`src/tsr_pkg.sv`:
```
// Shared constants and types of the thermal sensor register set
package tsr_pkg;
    // Host command codes
    localparam logic [7:0] CMD_RD_LOCAL_TEMP = 8'h00;
    localparam logic [7:0] CMD_RD_REMOTE_TEMP = 8'h01;
    localparam logic [7:0] CMD_RD_EVENT_FLAGS = 8'h02;
    localparam logic [7:0] CMD_RD_CONTROL = 8'h03;
    localparam logic [7:0] CMD_RD_RATE = 8'h04;
    localparam logic [7:0] CMD_RD_LOCAL_UPPER = 8'h05;
    localparam logic [7:0] CMD_RD_LOCAL_LOWER = 8'h06;
    localparam logic [7:0] CMD_RD_REMOTE_UPPER = 8'h07;
    localparam logic [7:0] CMD_RD_REMOTE_LOWER = 8'h08;
    localparam logic [7:0] CMD_WR_CONTROL = 8'h09;
    localparam logic [7:0] CMD_WR_RATE = 8'h0A;
    localparam logic [7:0] CMD_WR_LOCAL_UPPER = 8'h0B;
    localparam logic [7:0] CMD_WR_LOCAL_LOWER = 8'h0C;
    localparam logic [7:0] CMD_WR_REMOTE_UPPER = 8'h0D;
    localparam logic [7:0] CMD_WR_REMOTE_LOWER = 8'h0E;
    localparam logic [7:0] CMD_ONE_SHOT = 8'h0F;
    localparam logic [7:0] CMD_RD_MAKER_ID = 8'hFE;
    localparam logic [7:0] CMD_RD_REVISION = 8'hFF;
    // Answer to an unmapped command
    localparam logic [7:0] ERROR_CODE = 8'hFF;
    // Event flag bit positions
    localparam int BIT_BUSY = 7;
    localparam int BIT_LOCAL_UPPER = 6;
    localparam int BIT_LOCAL_LOWER = 5;
    localparam int BIT_REMOTE_UPPER = 4;
    localparam int BIT_REMOTE_LOWER = 3;
    localparam int BIT_DIODE_FAULT = 2;
    // Control bit positions
    localparam int BIT_ALERT_MASK = 7;
    localparam int BIT_STANDBY = 6;
    // Values after reset
    localparam logic [7:0] RESET_TEMP = 8'h00;
    localparam logic [7:0] RESET_LOCAL_UPPER = 8'h7F;
    localparam logic [7:0] RESET_LOWER = 8'hC9;
    localparam logic [7:0] RESET_REMOTE_UPPER = 8'h7F;
    localparam logic [2:0] RESET_RATE = 3'h2;
    // Code limits and the open diode code
    localparam int CODE_MAX = 127;
    localparam int CODE_MIN = -128;
    localparam logic [7:0] CODE_TOP = 8'h7F;
    localparam logic [7:0] CODE_BOTTOM = 8'h80;
    // Fixed-point half degree in raw quarter-degree units
    localparam int RAW_HALF = 2;
    localparam int RAW_FRAC_BITS = 2;
    // Critical limit decode: base plus step per select index
    localparam logic [7:0] TRIP_BASE = 8'h55;
    localparam logic [7:0] TRIP_STEP = 8'h05;
    // Identification, value arbitrary
    localparam logic [7:0] MAKER_ID = 8'h5A;
    localparam logic [7:0] SILICON_REV = 8'h01;
    // Read answer state machine
    typedef enum logic [1:0]
    {
        RD_IDLE = 2'b01,
        RD_ANSWER = 2'b10
    } tsr_rd_state_t;
endpackage

```
`src/tsr_sample_if.sv`:
```
// Conversion sample carrier between the register set and its rounding stage
`timescale 1ns/10ps
interface tsr_sample_if #(parameter int RAW_W = 11);
    logic valid;
    logic chan;
    logic diode_open;
    logic signed [RAW_W-1:0] raw;
    logic code_valid;
    logic code_chan;
    logic [7:0] code;
    modport src (output valid, output chan, output diode_open, output raw,
        input code_valid, input code_chan, input code);
    modport rnd (input valid, input chan, input diode_open, input raw,
        output code_valid, output code_chan, output code);
endinterface

```
`src/tsr_limit_cmp.sv`:
```
// Signed comparison of one channel code against its two limits
`timescale 1ns/10ps
module tsr_limit_cmp
(
    input wire logic check_in,
    input wire logic [7:0] temp_in,
    input wire logic [7:0] upper_in,
    input wire logic [7:0] lower_in,
    output logic above_out,
    output logic below_out
);
    always_comb
    begin
        above_out = check_in && ($signed(temp_in) > $signed(upper_in)); // RQ15
        below_out = check_in && ($signed(temp_in) < $signed(lower_in)); // RQ15
    end
endmodule

```
`src/tsr_round.sv`:
```
// Rounds and clamps a quarter-degree sample to an 8-bit code
`timescale 1ns/10ps
module tsr_round #(parameter int RAW_W = 11)
(
    input wire logic clk_in,
    input wire logic rst_n_in,
    tsr_sample_if.rnd smp
);
    typedef struct packed
    {
        logic valid;
        logic chan;
        logic [7:0] code;
    } tsr_round_state_t;

    tsr_round_state_t state_reg;
    tsr_round_state_t state_next;
    logic signed [RAW_W:0] sum;
    logic signed [RAW_W:0] whole;

    always_comb
    begin
        state_next = state_reg;
        sum = {smp.raw[RAW_W-1], smp.raw} + (RAW_W + 1)'(tsr_pkg::RAW_HALF);
        whole = sum >>> tsr_pkg::RAW_FRAC_BITS;
        state_next.valid = smp.valid;
        state_next.chan = smp.chan;
        if (smp.chan && smp.diode_open)
        begin
            state_next.code = tsr_pkg::CODE_TOP; // RQ8
        end
        else if (whole > tsr_pkg::CODE_MAX)
        begin
            state_next.code = tsr_pkg::CODE_TOP; // RQ1
        end
        else if (whole < tsr_pkg::CODE_MIN)
        begin
            state_next.code = tsr_pkg::CODE_BOTTOM;
        end
        else
        begin
            state_next.code = whole[7:0]; // RQ2 RQ3
        end
    end

    always_ff @(posedge clk_in or negedge rst_n_in)
    begin
        if (!rst_n_in)
        begin
            state_reg <= '0;
        end
        else
        begin
            state_reg <= state_next;
        end
    end

    assign smp.code_valid = state_reg.valid;
    assign smp.code_chan = state_reg.chan;
    assign smp.code = state_reg.code;
endmodule

```
`src/tsr_top.sv`:
```
// Register set of a two-channel temperature sensor
// What this block does
// RQ1 - Readings above +127 degrees saturate to code 01111111.
// RQ2 - Positive fractions round to nearest degree, exact half rounds up.
// RQ3 - Negative half rounds toward zero, below it away from zero.
// RQ4 - Event flag bit 7 shows converter busy, 0 when idle.
// RQ5 - Sticky bits 6..3: local upper, local lower, remote upper, remote lower.
// RQ6 - Bit 2 flags a faulty remote diode; bits 1 and 0 read zero.
// RQ7 - Reading the event flags clears every flag except busy bit 7.
// RQ8 - An open remote diode loads the remote temperature with +127.
// RQ9 - Temperatures reset to zero and update right away without a command.
// RQ10 - Standby pin low at power-up stops conversions, temperatures stay zero.
// RQ11 - Read-only revision code starting at 01h.
// RQ12 - Critical limit set only from the select pins, never by the host.
// RQ13 - Every register is exactly 8 bits wide.
// RQ14 - Reset loads both lower limits with C9h and remote upper with 7Fh.
// RQ15 - Upper flag when temperature exceeds, lower flag when below, signed.
`timescale 1ns/10ps
module tsr_top #(
    parameter int RAW_W = 11,
    parameter logic [7:0] MAKER_ID = tsr_pkg::MAKER_ID,
    parameter logic [7:0] SILICON_REV = tsr_pkg::SILICON_REV
)
(
    input wire logic SYS_CLK_IN,
    input wire logic RST_N_IN,
    input wire logic [7:0] REG_CMD_IN,
    input wire logic REG_WR_IN,
    input wire logic REG_RD_IN,
    input wire logic [7:0] REG_WDATA_IN,
    output logic [7:0] REG_RDATA_OUT,
    output logic REG_RDATA_VALID_OUT,
    input wire logic CONV_BUSY_IN,
    input wire logic CONV_DONE_IN,
    input wire logic CONV_CHANNEL_IN,
    input wire logic [RAW_W-1:0] CONV_RAW_IN,
    input wire logic DIODE_OPEN_IN,
    input wire logic STANDBY_INPUT_PIN_N_IN,
    input wire logic [3:0] CRITICAL_SELECT_PINS_IN,
    output logic CONV_ENABLE_OUT,
    output logic [2:0] SAMPLE_RATE_SELECT_OUT,
    output logic ALERT_MASK_OUT,
    output logic ONE_SHOT_OUT,
    output logic [7:0] CRITICAL_LIMIT_OUT
);
    // Limit index: 0 local upper, 1 local lower, 2 remote upper, 3 remote lower
    typedef struct packed
    {
        logic [7:0] local_temperature;
        logic [7:0] remote_temperature;
        logic [3:0] limit_events;
        logic remote_diode_fault;
        logic alert_mask;
        logic standby;
        logic [2:0] sample_rate_select;
        logic [3:0][7:0] limits;
        logic [7:0] pin_set_critical_limit;
        logic pin_caught;
        logic pin_run;
        logic conv_enable;
        logic one_shot;
        logic [7:0] rdata;
        tsr_pkg::tsr_rd_state_t rd_state;
    } tsr_top_state_t;

    tsr_top_state_t state_reg;
    tsr_top_state_t state_next;
    logic [1:0] above;
    logic [1:0] below;
    logic [7:0] event_flags;
    logic [1:0] sel_hi;
    logic [1:0] sel_lo;
    logic [7:0] sel_index;

    tsr_sample_if #(.RAW_W(RAW_W)) sample();

    // Samples pass to rounding only while conversions run
    assign sample.valid = CONV_DONE_IN && state_reg.conv_enable; // RQ10
    assign sample.chan = CONV_CHANNEL_IN;
    assign sample.diode_open = DIODE_OPEN_IN;
    assign sample.raw = CONV_RAW_IN;

    tsr_round #(.RAW_W(RAW_W)) u_round
    (
        .clk_in(SYS_CLK_IN),
        .rst_n_in(RST_N_IN),
        .smp(sample.rnd)
    );

    // One comparator per channel
    for (genvar ch = 0; ch < 2; ch++)
    begin : g_cmp
        tsr_limit_cmp u_cmp
        (
            .check_in(sample.code_valid && (sample.code_chan == 1'(ch))),
            .temp_in(sample.code),
            .upper_in(state_reg.limits[2 * ch]),
            .lower_in(state_reg.limits[2 * ch + 1]),
            .above_out(above[ch]),
            .below_out(below[ch])
        );
    end

    // Flags as the host sees them
    always_comb
    begin
        event_flags = 8'h00;
        event_flags[tsr_pkg::BIT_BUSY] = CONV_BUSY_IN && state_reg.conv_enable; // RQ4
        event_flags[tsr_pkg::BIT_LOCAL_UPPER] = state_reg.limit_events[0]; // RQ5
        event_flags[tsr_pkg::BIT_LOCAL_LOWER] = state_reg.limit_events[1];
        event_flags[tsr_pkg::BIT_REMOTE_UPPER] = state_reg.limit_events[2];
        event_flags[tsr_pkg::BIT_REMOTE_LOWER] = state_reg.limit_events[3];
        event_flags[tsr_pkg::BIT_DIODE_FAULT] = state_reg.remote_diode_fault; // RQ6
    end

    // Three-level select pins: 0 low, 1 open, 2 high
    always_comb
    begin
        sel_hi = CRITICAL_SELECT_PINS_IN[3:2];
        sel_lo = CRITICAL_SELECT_PINS_IN[1:0];
        if (sel_hi > 2'h2)
        begin
            sel_hi = 2'h2;
        end
        if (sel_lo > 2'h2)
        begin
            sel_lo = 2'h2;
        end
        sel_index = 8'(sel_hi) * 8'h03 + 8'(sel_lo);
    end

    always_comb
    begin
        state_next = state_reg;
        state_next.one_shot = 1'b0;

        // Critical limit follows the pins only
        state_next.pin_set_critical_limit = 8'(tsr_pkg::TRIP_BASE + sel_index * tsr_pkg::TRIP_STEP); // RQ12

        // Standby pin caught once after reset release
        if (!state_reg.pin_caught)
        begin
            state_next.pin_caught = 1'b1;
            state_next.pin_run = STANDBY_INPUT_PIN_N_IN; // RQ10
        end
        state_next.conv_enable = state_next.pin_caught && state_next.pin_run && !state_reg.standby; // RQ9

        // New codes land in the temperature registers
        if (sample.code_valid)
        begin
            if (sample.code_chan)
            begin
                state_next.remote_temperature = sample.code; // RQ8
            end
            else
            begin
                state_next.local_temperature = sample.code; // RQ9
            end
        end

        // Host read; event flags clear as they are read
        case (state_reg.rd_state)
            tsr_pkg::RD_IDLE:
            begin
                if (REG_RD_IN)
                begin
                    state_next.rd_state = tsr_pkg::RD_ANSWER;
                    case (REG_CMD_IN)
                        tsr_pkg::CMD_RD_LOCAL_TEMP:
                        begin
                            state_next.rdata = state_reg.local_temperature;
                        end
                        tsr_pkg::CMD_RD_REMOTE_TEMP:
                        begin
                            state_next.rdata = state_reg.remote_temperature;
                        end
                        tsr_pkg::CMD_RD_EVENT_FLAGS:
                        begin
                            state_next.rdata = event_flags;
                            state_next.limit_events = 4'h0; // RQ7
                            state_next.remote_diode_fault = 1'b0; // RQ7
                        end
                        tsr_pkg::CMD_RD_CONTROL:
                        begin
                            state_next.rdata = 8'h00;
                            state_next.rdata[tsr_pkg::BIT_ALERT_MASK] = state_reg.alert_mask;
                            state_next.rdata[tsr_pkg::BIT_STANDBY] = state_reg.standby;
                        end
                        tsr_pkg::CMD_RD_RATE:
                        begin
                            state_next.rdata = {5'h00, state_reg.sample_rate_select};
                        end
                        tsr_pkg::CMD_RD_LOCAL_UPPER:
                        begin
                            state_next.rdata = state_reg.limits[0];
                        end
                        tsr_pkg::CMD_RD_LOCAL_LOWER:
                        begin
                            state_next.rdata = state_reg.limits[1];
                        end
                        tsr_pkg::CMD_RD_REMOTE_UPPER:
                        begin
                            state_next.rdata = state_reg.limits[2];
                        end
                        tsr_pkg::CMD_RD_REMOTE_LOWER:
                        begin
                            state_next.rdata = state_reg.limits[3];
                        end
                        tsr_pkg::CMD_RD_MAKER_ID:
                        begin
                            state_next.rdata = MAKER_ID;
                        end
                        tsr_pkg::CMD_RD_REVISION:
                        begin
                            state_next.rdata = SILICON_REV; // RQ11
                        end
                        default:
                        begin
                            state_next.rdata = tsr_pkg::ERROR_CODE;
                        end
                    endcase
                end
            end
            tsr_pkg::RD_ANSWER:
            begin
                state_next.rd_state = tsr_pkg::RD_IDLE;
            end
            default:
            begin
                state_next.rd_state = tsr_pkg::RD_IDLE;
            end
        endcase

        // Host write; read-only and unknown codes are ignored
        if (REG_WR_IN)
        begin
            case (REG_CMD_IN)
                tsr_pkg::CMD_WR_CONTROL:
                begin
                    state_next.alert_mask = REG_WDATA_IN[tsr_pkg::BIT_ALERT_MASK];
                    state_next.standby = REG_WDATA_IN[tsr_pkg::BIT_STANDBY];
                end
                tsr_pkg::CMD_WR_RATE:
                begin
                    state_next.sample_rate_select = REG_WDATA_IN[2:0];
                end
                tsr_pkg::CMD_WR_LOCAL_UPPER:
                begin
                    state_next.limits[0] = REG_WDATA_IN;
                end
                tsr_pkg::CMD_WR_LOCAL_LOWER:
                begin
                    state_next.limits[1] = REG_WDATA_IN;
                end
                tsr_pkg::CMD_WR_REMOTE_UPPER:
                begin
                    state_next.limits[2] = REG_WDATA_IN;
                end
                tsr_pkg::CMD_WR_REMOTE_LOWER:
                begin
                    state_next.limits[3] = REG_WDATA_IN;
                end
                tsr_pkg::CMD_ONE_SHOT:
                begin
                    state_next.one_shot = 1'b1;
                end
                default:
                begin
                    state_next.one_shot = 1'b0;
                end
            endcase
        end

        // New events win over a clear in the same cycle
        for (int ch = 0; ch < 2; ch++)
        begin
            if (above[ch])
            begin
                state_next.limit_events[2 * ch] = 1'b1; // RQ5
            end
            if (below[ch])
            begin
                state_next.limit_events[2 * ch + 1] = 1'b1; // RQ5
            end
        end
        if (sample.valid && CONV_CHANNEL_IN && DIODE_OPEN_IN)
        begin
            state_next.remote_diode_fault = 1'b1; // RQ6
        end
    end

    always_ff @(posedge SYS_CLK_IN or negedge RST_N_IN)
    begin
        if (!RST_N_IN)
        begin
            state_reg.local_temperature <= tsr_pkg::RESET_TEMP; // RQ9
            state_reg.remote_temperature <= tsr_pkg::RESET_TEMP; // RQ9
            state_reg.limit_events <= 4'h0;
            state_reg.remote_diode_fault <= 1'b0;
            state_reg.alert_mask <= 1'b0;
            state_reg.standby <= 1'b0;
            state_reg.sample_rate_select <= tsr_pkg::RESET_RATE;
            state_reg.limits[0] <= tsr_pkg::RESET_LOCAL_UPPER;
            state_reg.limits[1] <= tsr_pkg::RESET_LOWER; // RQ14
            state_reg.limits[2] <= tsr_pkg::RESET_REMOTE_UPPER; // RQ14
            state_reg.limits[3] <= tsr_pkg::RESET_LOWER; // RQ14
            state_reg.pin_set_critical_limit <= tsr_pkg::TRIP_BASE;
            state_reg.pin_caught <= 1'b0;
            state_reg.pin_run <= 1'b0;
            state_reg.conv_enable <= 1'b0;
            state_reg.one_shot <= 1'b0;
            state_reg.rdata <= 8'h00;
            state_reg.rd_state <= tsr_pkg::RD_IDLE;
        end
        else
        begin
            state_reg <= state_next; // RQ13
        end
    end

    assign REG_RDATA_OUT = state_reg.rdata;
    assign REG_RDATA_VALID_OUT = (state_reg.rd_state == tsr_pkg::RD_ANSWER);
    assign CONV_ENABLE_OUT = state_reg.conv_enable;
    assign SAMPLE_RATE_SELECT_OUT = state_reg.sample_rate_select;
    assign ALERT_MASK_OUT = state_reg.alert_mask;
    assign ONE_SHOT_OUT = state_reg.one_shot;
    assign CRITICAL_LIMIT_OUT = state_reg.pin_set_critical_limit;
endmodule

```
`config.mk`:
```
export PLATFORM = sky130hd
export DESIGN_NAME = tsr_top
export DESIGN_NICKNAME = d
export VERILOG_FILES = /design/src/tsr_pkg.sv /design/src/tsr_sample_if.sv /design/src/tsr_limit_cmp.sv /design/src/tsr_round.sv /design/src/tsr_top.sv
export SDC_FILE = /design/constraint.sdc
export NUM_CORES = 1
export LEC_CHECK = 0
export BUFFER_PORTS_ARGS = -buffer_cell sky130_fd_sc_hd__buf_2
export CAP_MARGIN = 20
export CORE_MARGIN = 2
export CORE_UTILIZATION = 50
export CTS_BUF_LIST = sky130_fd_sc_hd__clkbuf_8
export DETAILED_ROUTE_END_ITERATION = 8
export GPL_ROUTABILITY_DRIVEN = 1
export PLACE_DENSITY = 0.78
export REMOVE_ABC_BUFFERS = 1
export SYNTH_ARGS = -nofsm -noshare
export SYNTH_HDL_FRONTEND = slang
export SYNTH_SLANG_ARGS = --single-unit
```
`constraint.sdc`:
```
create_clock -name SYS_CLK_IN -period 2.6 [get_ports SYS_CLK_IN]
set_input_delay 0.26 -clock SYS_CLK_IN [delete_from_list [all_inputs] [get_ports SYS_CLK_IN]]
set_output_delay 0.26 -clock SYS_CLK_IN [all_outputs]
set_load 0.01 [all_outputs]
```
==> metrics.md, run 1 <==
| Metric | Value |
|---|---|
| Max-slew violations | `0` |
| CTS root buf | `clkbuf_8` |
| Syn avg cell area | `10.38 µm²` |
| Register Area | `2287 µm²` |
| DP HPWL | `8.948 mm` |
| Clk Latency, worst-skew pair | `0.36 ns` |
| RSZ-0062 raised after global routing | `no` |
| Chip width | `106.9 µm` |
| CTS tree | `yes` |
| Min-delay worst type | `in2reg` |
| Drt first pass iters | `4` |
| Yosys warnings | `0` |
| First-pass GRT wire length | `19.04 mm` |
| CP endpoint kind | `register` |
| Placed insts | `685` |
| Outcome | `finished clean` |
| Top cells by area, synth | `dfrtp_1, dfstp_2, ha_1` |
| Boundary Pins | `63` |
| CP max FO | `2` |
| CTS clk-pin slew, worst paths | `0.09 ns` |
| Routed vias | `3943` |
| Period utilization | `95.24%` |
| Total power | `3.649 mW` |
| Core area | `10320 µm²` |
| Hold Vio Cnt, Final | `0` |
| Critical path launch point type | `input pin` |
| Peak VDD IR | `0.3140 mV` |
| Post-Route Utilization | `57.69%` |
| Post-synth cell types | `61` |
| Initial antenna violation count | `0` |
| Wire length per cell | `16.61 µm` |
| Sequential area share after synthesis | `43.22%` |
| Pwr/cell area | `612.7 nW/µm²` |
| Fraction of registers with async set/reset | `100.0%` |
| Max reg flops | `53` |
| CP arrival | `2.77 ns` |
| Multi-input gate area | `2665 µm²` |
| Fmax | `403.9 MHz` |
| Number of global-route vias before repair | `3977` |
| Diodes inserted | `0` |
| Antenna viol nets, final | `0` |
| Layout cells sized above 1 | `31.10%` |
| Routed wire length | `11.66 mm` |
| Final nets | `646` |
| Area grow syn2layout | `12.53%` |
| Tot GR Track Use | `21.50%` |
| Post-synthesis cell count | `510` |
| Drt drc | `0` |
| Worst EP required | `2.90 ns` |
| Share of the synthesized area in the top cell type | `29.31%` |
| Max cap viols | `0` |
| Die area | `11420 µm²` |
| Initial Utilization | `51.27%` |
| Largest net degree at the start of global routing | `48` |
| Mapped cell area | `5293 µm²` |
| Max transition margin | `52.29%` |
| Worst Skew | `0.007532 ns` |
| H-tree Lvls | `3` |
| Fin cells | `702` |
| Avg Vias per Cell | `5.617` |
| CTS Sinks | `90` |
| Most used DFF post-synth | `dfrtp_1` |
| Gr ovfl total | `0` |
| Port Buf Inserts | `61` |
| Worst hold margin | `0.03108 ns` |
| Final Critical Period | `2.476 ns` |
| Final RePlAce weighted congestion | `0.9319` |
| Fill count | `888` |
| Num CTS Buffers | `9` |
| Placement Rows | `37` |
| Crit path kind | `in2reg` |
| Dominant cell type by area after synthesis | `dfrtp_1` |
| Count of final setup violators | `0` |
| Post-synth EDFFs | `0` |
| Worst slew pin tran | `0.7156 ns` |
| Seq cells post-synth | `90` |
| Initial DRC count | `190` |
| CTS Buffer Depth | `2` |
| Die Y | `106.9 µm` |
| Pleak | `2.704 nW` |
[report_power, final]
part	leakage, nW	internal [mW]	switching, mW	total (mW)
combinational	1.62	0.366	0.407	0.772
sequential	0.966	1.61	0.107	1.71
clock	0.120	0.646	0.516	1.16
[layout make-up]
type                    instances  area share, %
multi-input cells             345          44.75
flip-flops and latches         90          38.40
repair buffers                 77          7.437
well taps                     136          2.857
inverters                      38          2.395
clock buffers                   9          2.080
clock inverters                 7          2.080
[logic make-up after synthesis]
| family | Yosys count | synth area share (%) |
|---|---|---|
| flops | 90 | 43.22 |
| buf+inv | 75 | 6.856 |
| xor+xnor | 12 | 1.986 |
| fa+ha+maj | 45 | 10.78 |
| compound gates | 111 | 12.98 |
| other cells | 1 | 0.07085 |
| mux | 49 | 10.66 |
| simple gates | 127 | 13.45 |
[per-stage QoR]
stage | setup TNS, ns | instance area [µm²] | worst slack [ns]
floorplan | -0.2094 | 5072 | -0.2094
global placement | -0.2760 | 5675 | -0.1921
detailed placement | -0.5695 | 5675 | -0.2907
CTS | 0 | 5933 | 0.09142
global route | 0 | 5956 | 0.01394
finish | 0 | 5956 | 0.1239
[layer usage]
metal	routed length, µm	share of wire, %	track usage, %	vias up
met4	306	2.6	8.720	0
li1	-	-	-	1888
met3	697	6.0	4.985	20
met1	5073	44	27.87	1916
met2	5585	48	34.85	119
met5	0	0	0	-
[path summary, 6_finish.rpt]
| check | endpoint | cells after the start | start | slack [ns] |
|---|---|---|---|---|
| max | CRITICAL_LIMIT_OUT[6] | 12 | CRITICAL_SELECT_PINS_IN[3] | 0.12 |
| min | u_round.smp.code_chan | 1 | CONV_CHANNEL_IN | 0.03 |
| max reg2reg | event_flags[6] | 7 | state_reg[27] | 0.52 |
| min reg2reg | CONV_ENABLE_OUT | 1 | state_reg[57] | 0.48 |
| max in group asynchronous | SAMPLE_RATE_SELECT_OUT[1] | 3 | RST_N_IN | 1.46 |
| min in group asynchronous | REG_RDATA_OUT[3] | 2 | RST_N_IN | 0.43 |
[worst max-delay path, cell delays in order]
cell,delay [ns]
buf_2,0.10
or2_2,0.29
ha_1,0.30
ha_2,0.21
xnor2_2,0.13
xnor2_1,0.19
inv_1,0.07
ha_1,0.34
ha_4,0.26
a21o_1,0.17
a221o_1,0.31
xnor2_1,0.16
[layout by cell type, fill, tap and decap left out, drive strengths merged, types with 3 or more instances in the layout]
master	count
a21oi	23
a221o	3
a22oi	5
a31oi	8
buf	76
bufinv	3
clkbuf	9
dfrtp	62
dfstp	28
ha	44
inv	40
mux2	39
mux2i	8
nand2	40
nand3	15
nand3b	3
nand4	5
nor2	27
nor2b	14
nor3	5
nor3b	3
nor4	3
o2111ai	3
o211ai	3
o21a	4
o21ai	42
o31ai	3
xnor2	7
xor2	5
[repair_timing]
action                     4_1_cts  5_1_grt
resized for setup                0        3
setup endpoints to repair        0        1
hold buffers                     1        0
setup buffers                    0        0
hold endpoints to repair        33        0
[Yosys cell counts, drive strengths merged, types with 4 or more instances]
library cell / number
nand3: 15
mux2: 39
dfstp: 28
mux2i: 8
a31oi: 8
nor2: 27
xnor2: 7
a22oi: 5
buf: 29
dfrtp: 62
nor2b: 14
ha: 44
xor2: 5
nand2: 40
o21ai: 42
o21a: 4
a21oi: 23
inv: 38
clkbuf: 8
nand4: 5
nor3: 5
No activity file was read; power rests on OpenSTA's default activity.
==> run 2, diff against run 1 <==
CELL_PAD_IN_SITES_DETAIL_PLACEMENT = 1   (was unset)
CELL_PAD_IN_SITES_GLOBAL_PLACEMENT = 2   (was unset)
CORE_UTILIZATION = 39   (was 50)
MAX_ROUTING_LAYER = met4   (was unset)
PLACE_DENSITY = 0.9   (was 0.78)
==> metrics.md, run 2 (synthesis results as in run 1) <==
| Metric | Value |
|---|---|
| Tot GR Track Use | `21.22% (was 21.50%)` |
| Antenna viol nets, final | `0 (unchanged)` |
| Worst slew pin tran | `0.6958 ns (was 0.7156 ns)` |
| Min-delay worst type | `in2reg (unchanged)` |
| Largest stage delay, worst path | `0.33 ns (was 0.34 ns)` |
| Chip width | `120.5 µm (was 106.9 µm)` |
| Number of global-route vias before repair | `4419 (was 3977)` |
| Max reg flops | `53 (unchanged)` |
| CTS Sinks | `90 (unchanged)` |
| Pleak | `2.711 nW (was 2.704 nW)` |
| Boundary Pins | `63 (unchanged)` |
| Num CTS Buffers | `9 (unchanged)` |
| Hold Vio Cnt, Final | `0 (unchanged)` |
| Drt first pass iters | `5 (was 4)` |
| Clock power frac | `28.0% (was 31.9%)` |
| Sw Share | `29.67% (was 28.22%)` |
| RSZ-0062 raised after global routing | `no (unchanged)` |
| Max transition margin | `53.61% (was 52.29%)` |
| Pwr/cell area | `581.9 nW/µm² (was 612.7 nW/µm²)` |
| Die area | `14520 µm² (was 11420 µm²)` |
| Die Y | `120.5 µm (was 106.9 µm)` |
| Max cap viols | `0 (unchanged)` |
| Clk Latency, worst-skew pair | `0.38 ns (was 0.36 ns)` |
| CTS root buf | `clkbuf_8 (unchanged)` |
| Critical path launch point type | `input pin (unchanged)` |
| Core area | `13240 µm² (was 10320 µm²)` |
| Most frequent cells in the layout | `dfrtp_1, buf_2, ha_1 (was dfrtp_1, buf_2, o21ai_0, ha_1, nand2_1)` |
| Period utilization | `95.56% (was 95.24%)` |
| Internal power | `2.447 mW (was 2.619 mW)` |
| Gr ovfl total | `0 (unchanged)` |
| Initial antenna violation count | `0 (unchanged)` |
| Fin cells | `744 (was 702)` |
| Logic pwr share | `22.7% (was 21.2%)` |
| Drt drc | `0 (unchanged)` |
| CP max FO | `3 (was 2)` |
| CTS clk-pin slew, worst paths | `0.08 ns (was 0.09 ns)` |
| Post-CTS Setup Inserts | `0 (unchanged)` |
| Fill count | `1494 (was 888)` |
| CTS Buffer Depth | `2 (unchanged)` |
| CP arrival | `2.79 ns (was 2.77 ns)` |
| Avg Vias per Cell | `5.399 (was 5.617)` |
| H-tree Lvls | `3 (unchanged)` |
| CTS tree | `yes (unchanged)` |
| DP HPWL | `10.87 mm (was 8.948 mm)` |
| Initial DRC count | `208 (was 190)` |
| Max-slew violations | `0 (unchanged)` |
| Largest net degree at the start of global routing | `49 (was 48)` |
| Placed insts | `727 (was 685)` |
| NetSw | `1.032 mW (was 1.030 mW)` |
| Master of the slowest instance on the critical path | `ha_1 (unchanged)` |
| Placement Rows | `42 (was 37)` |
| Port Buf Inserts | `61 (unchanged)` |
| Layout cells sized above 1 | `31.16% (was 31.10%)` |
| Worst hold margin | `0.02905 ns (was 0.03108 ns)` |
| Final Critical Period | `2.485 ns (was 2.476 ns)` |
| Wire length per cell | `18.81 µm (was 16.61 µm)` |
| Final nets | `648 (was 646)` |
| Peak VDD IR | `0.1943 mV (was 0.3140 mV)` |
| First-pass GRT wire length | `23.03 mm (was 19.04 mm)` |
| Final RePlAce weighted congestion | `0.8276 (was 0.9319)` |
| Routed vias | `4017 (was 3943)` |
| Cell Chain, Critical Path | `buf_2, or2_2, ha_1, ha_1, xnor2_2, xnor2_2, inv_1, ha_1, ha_4, a21o_1, a221o_1, xnor2_1 (was buf_2, or2_2, ha_1, ha_2, xnor2_2, xnor2_1, inv_1, ha_1, ha_4, a21o_1, a221o_1, xnor2_1)` |
| Routed wire length | `13.99 mm (was 11.66 mm)` |
| Crit path kind | `in2reg (unchanged)` |
| CP endpoint kind | `register (unchanged)` |
| Most used cell, CP | `ha_1` |
| Count of final setup violators | `0 (unchanged)` |
| Fmax | `402.5 MHz (was 403.9 MHz)` |
| Diodes inserted | `0 (unchanged)` |
| Outcome | `finished clean (unchanged)` |
| Worst Skew | `0.005933 ns (was 0.007532 ns)` |
| Worst EP required | `2.91 ns (was 2.90 ns)` |
| Most common cell after layout, fill and taps aside | `dfrtp_1 (unchanged)` |
| Area grow syn2layout | `12.98% (was 12.53%)` |
| Post-Route Utilization | `45.15% (was 57.69%)` |
| Part of the power in registers | `49.4% (was 47.0%)` |
| Initial Utilization | `39.97% (was 51.27%)` |
-- run 2: area by class of cell --
cell class                      instances  area [µm²]  area share [%]
Multi-Input combinational cell        345        2670           44.65
Sequential cell                        90        2287           38.25
Timing Repair Buffer                   79       457.9           7.659
Tap cell                              176       220.2           3.683
Clock buffer                           14       192.7           3.222
Inverter                               38       142.6           2.385
Clock inverter                          2       8.758          0.1465
-- run 2: path summary, 6_finish.rpt --
check                                           startpoint                    end  slack, ns  depth (start not counted)
worst max-delay path            CRITICAL_SELECT_PINS_IN[3]  CRITICAL_LIMIT_OUT[6]       0.12                         12
worst min-delay path                       CONV_CHANNEL_IN  u_round.smp.code_chan       0.03                          1
worst max register to register               state_reg[28]         event_flags[6]       0.55                          6
worst min register to register               state_reg[57]        CONV_ENABLE_OUT       0.46                          1
max in group asynchronous                         RST_N_IN  CRITICAL_LIMIT_OUT[6]       1.46                          3
min in group asynchronous                         RST_N_IN       REG_RDATA_OUT[7]       0.43                          2
-- run 2: worst max-delay path: cells and delay by family --
kind	cells	cell delay (ns)
adder cells (fa/ha/maj)	4	1.11
AO/OA/AOI/OAI	2	0.48
XOR/XNOR	3	0.46
AND/OR/NAND/NOR	1	0.29
buffers and inverters	2	0.18
-- run 2: stage by stage --
| stage | area, µm² | worst slack, ns | power [mW] | TNS [ns] |
|---|---|---|---|---|
| floorplan | 5072 | -0.2094 | 2.157 | -0.2094 |
| CTS | 5952 | 0.02931 | 3.507 | 0 |
| global route | 5979 | 0.01145 | 3.692 | 0 |
| detailed placement | 5741 | -0.3685 | 2.527 | -0.8321 |
| global placement | 5741 | -0.2365 | 2.470 | -0.3617 |
| finish | 5979 | 0.1155 | 3.480 | 0 |
-- run 2: power by group through the flow --
stage	Combinational, mW	Clock, mW	Sequential (mW)
finish	0.789	0.973	1.72
global placement	0.737	0	1.73
CTS	0.788	0.999	1.72
global route	0.885	1.06	1.74
floorplan	0.426	0	1.73
detailed placement	0.781	0	1.75
-- run 2: what timing repair did --
| action | in CTS | in global routing |
|---|---|---|
| hold buffers | 1 | 0 |
| endpoints found under the setup margin | 0 | 1 |
| resized for setup | 0 | 3 |
| endpoints found under the hold margin | 34 | 0 |
-- run 2: layer usage --
metal / GRT usage [%] / part of all wire [%]
met4: 8.358 / 2.2
met5: - / 0
met2: 36.12 / 51
met1: 25.58 / 43
met3: 2.830 / 3.9
==> run 3, diff against run 2 <==
CORE_UTILIZATION = 30   (was 39)
PLACE_DENSITY = 0.74   (was 0.9)
==> metrics.md, run 3 (synthesis results as in run 1) <==
| Metric | Value |
|---|---|
| Final Critical Period | `2.503 ns (was 2.485 ns)` |
| Worst EP required | `2.92 ns (was 2.91 ns)` |
| Worst slew pin tran | `0.7159 ns (was 0.6958 ns)` |
| Initial antenna violation count | `0 (unchanged)` |
| Most frequent cells in the layout | `dfrtp_1, buf_2, ha_1 (unchanged)` |
| CP arrival | `2.82 ns (was 2.79 ns)` |
| Setup tns final | `0 ns (unchanged)` |
| Most used cell, CP | `ha_1 (unchanged)` |
| Fin cells | `796 (was 744)` |
| Post-Route Utilization | `35.03% (was 45.15%)` |
| Routed vias | `3981 (was 4017)` |
| Worst hold margin | `0.1009 ns (was 0.02905 ns)` |
| Gr ovfl total | `0 (unchanged)` |
| Boundary Pins | `63 (unchanged)` |
| Clk Latency, worst-skew pair | `0.39 ns (was 0.38 ns)` |
| Largest net degree at the start of global routing | `39 (was 49)` |
| Max reg flops | `53 (unchanged)` |
| Peak VDD IR | `0.2734 mV (was 0.1943 mV)` |
| Min-delay worst type | `in2reg (unchanged)` |
| Post-DP Area | `5817 µm² (was 5741 µm²)` |
| Initial Utilization | `30.60% (was 39.97%)` |
| DP Worst Slack | `-0.3617 ns (was -0.3685 ns)` |
| CP max FO | `2 (was 3)` |
| Layout cells sized above 1 | `31.35% (was 31.16%)` |
| Clock power frac | `29.3% (was 28.0%)` |
| Fmax | `399.5 MHz (was 402.5 MHz)` |
| Core area | `17300 µm² (was 13240 µm²)` |
| Final instance area | `6058 µm² (was 5979 µm²)` |
| Count of final setup violators | `0 (unchanged)` |
| H-tree Lvls | `3 (unchanged)` |
| Cell Chain, Critical Path | `buf_2, or2_2, ha_1, ha_1, xnor2_2, xnor2_2, inv_1, ha_1, ha_1, a21o_1, a221o_1, xnor2_1 (was buf_2, or2_2, ha_1, ha_1, xnor2_2, xnor2_2, inv_1, ha_1, ha_4, a21o_1, a221o_1, xnor2_1)` |
| Area grow syn2layout | `14.47% (was 12.98%)` |
| Hold Vio Cnt, Final | `0 (unchanged)` |
| Pleak | `2.721 nW (was 2.711 nW)` |
| Crit path kind | `in2reg (unchanged)` |
| Die Y | `136.8 µm (was 120.5 µm)` |
| Final RePlAce weighted congestion | `0.8677 (was 0.8276)` |
| Most common cell after layout, fill and taps aside | `dfrtp_1 (unchanged)` |
| Master of the slowest instance on the critical path | `ha_1 (unchanged)` |
| Wire length per cell | `18.39 µm (was 18.81 µm)` |
| Routed wire length | `14.64 mm (was 13.99 mm)` |
| First-pass GRT wire length | `23.48 mm (was 23.03 mm)` |
| CP endpoint kind | `register (unchanged)` |
| CTS clk-pin slew, worst paths | `0.10 ns (was 0.08 ns)` |
| Max-slew violations | `0 (unchanged)` |
| Worst Skew | `0.01146 ns (was 0.005933 ns)` |
| RSZ-0062 raised after global routing | `no (unchanged)` |
| Internal power | `2.433 mW (was 2.447 mW)` |
| CTS root buf | `clkbuf_8 (unchanged)` |
| Antenna viol nets, final | `0 (unchanged)` |
| CTS Sinks | `90 (unchanged)` |
| Drt first pass iters | `4 (was 5)` |
| Largest stage delay, worst path | `0.32 ns (was 0.33 ns)` |
| CTS Buffer Depth | `2 (unchanged)` |
| Number of global-route vias before repair | `4295 (was 4419)` |
| Critical path launch point type | `input pin (unchanged)` |
| CTS tree | `yes (unchanged)` |
| Tot GR Track Use | `17.28% (was 21.22%)` |
| Pwr/cell area | `584.5 nW/µm² (was 581.9 nW/µm²)` |
| Initial DRC count | `108 (was 208)` |
| Outcome | `finished clean (unchanged)` |
| Fill count | `1989 (was 1494)` |
| Die area | `18720 µm² (was 14520 µm²)` |
| Placed insts | `778 (was 727)` |
| Max cap viols | `0 (unchanged)` |
| Max transition margin | `52.27% (was 53.61%)` |
| Chip width | `136.8 µm (was 120.5 µm)` |
| Avg Vias per Cell | `5.001 (was 5.399)` |
| Num CTS Buffers | `9 (unchanged)` |
| Placement Rows | `48 (was 42)` |
| Final nets | `651 (was 648)` |
| Period utilization | `96.27% (was 95.56%)` |
| DP HPWL | `11.45 mm (was 10.87 mm)` |
| NetSw | `1.108 mW (was 1.032 mW)` |
| Drt drc | `0 (unchanged)` |
| Part of the power in registers | `48.6% (was 49.4%)` |
| Logic pwr share | `22.1% (was 22.7%)` |
| Setup ws final | `0.09686 ns (was 0.1155 ns)` |
| Diodes inserted | `0 (unchanged)` |
| Sw Share | `31.30% (was 29.67%)` |
| Total power | `3.541 mW (was 3.480 mW)` |
| Port Buf Inserts | `61 (unchanged)` |
-- run 3: layout make-up --
cell class                      instances  area, µm²  share of cell area [%]
Tap cell                              225      281.5                   4.647
Multi-Input combinational cell        345       2658                   43.87
Clock inverter                          7      82.58                   1.363
Sequential cell                        90       2287                   37.75
Inverter                               38      142.6                   2.354
Clock buffer                            9      123.9                   2.045
Timing Repair Buffer                   82      483.0                   7.972
-- run 3: critical path: cells and delay by family --
kind	cells	cell delay (ns)
AND/OR/NAND/NOR	1	0.29
buffers and inverters	2	0.18
XOR/XNOR	3	0.47
adder cells (fa/ha/maj)	4	1.14
AO/OA/AOI/OAI	2	0.48
-- run 3: final timing paths --
kind	startpoint	endpoint	slack (ns)	cells past startpoint
setup / recovery	CRITICAL_SELECT_PINS_IN[3]	CRITICAL_LIMIT_OUT[6]	0.1	12
hold / removal	CONV_RAW_IN[9]	u_round.smp.code[7]	0.10	2
setup reg to reg	state_reg[27]	event_flags[6]	0.45	7
hold reg to reg	state_reg[57]	CONV_ENABLE_OUT	0.48	1
max in group asynchronous	RST_N_IN	state_reg[0]	1.50	3
min in group asynchronous	RST_N_IN	state_reg[51]	0.39	2
-- run 3: routing by layer --
layer  global-route usage, %  up-vias  wire length (µm)
met5                       -        -                 0
met4                   6.128        0               275
met3                   3.185       19               576
met2                   28.61       78              7292
met1                   21.16     1987              6498
li1                        -     1897                 -
-- run 3: timing repair --
| item | 4_1_cts | 5_1_grt |
|---|---|---|
| setup buffers | 0 | 0 |
| hold buffers | 2 | 0 |
| resized for setup | 0 | 2 |
| endpoints found under the hold margin | 25 | 0 |
| setup endpoints to repair | 0 | 1 |
-- run 3: power by group through the flow --
stage	clock (mW)	sequential, mW	combinational (mW)
global placement	0	1.74	0.751
global route	1.13	1.75	0.886
CTS	1.07	1.72	0.794
floorplan	0	1.73	0.426
finish	1.04	1.72	0.783
detailed placement	0	1.75	0.787
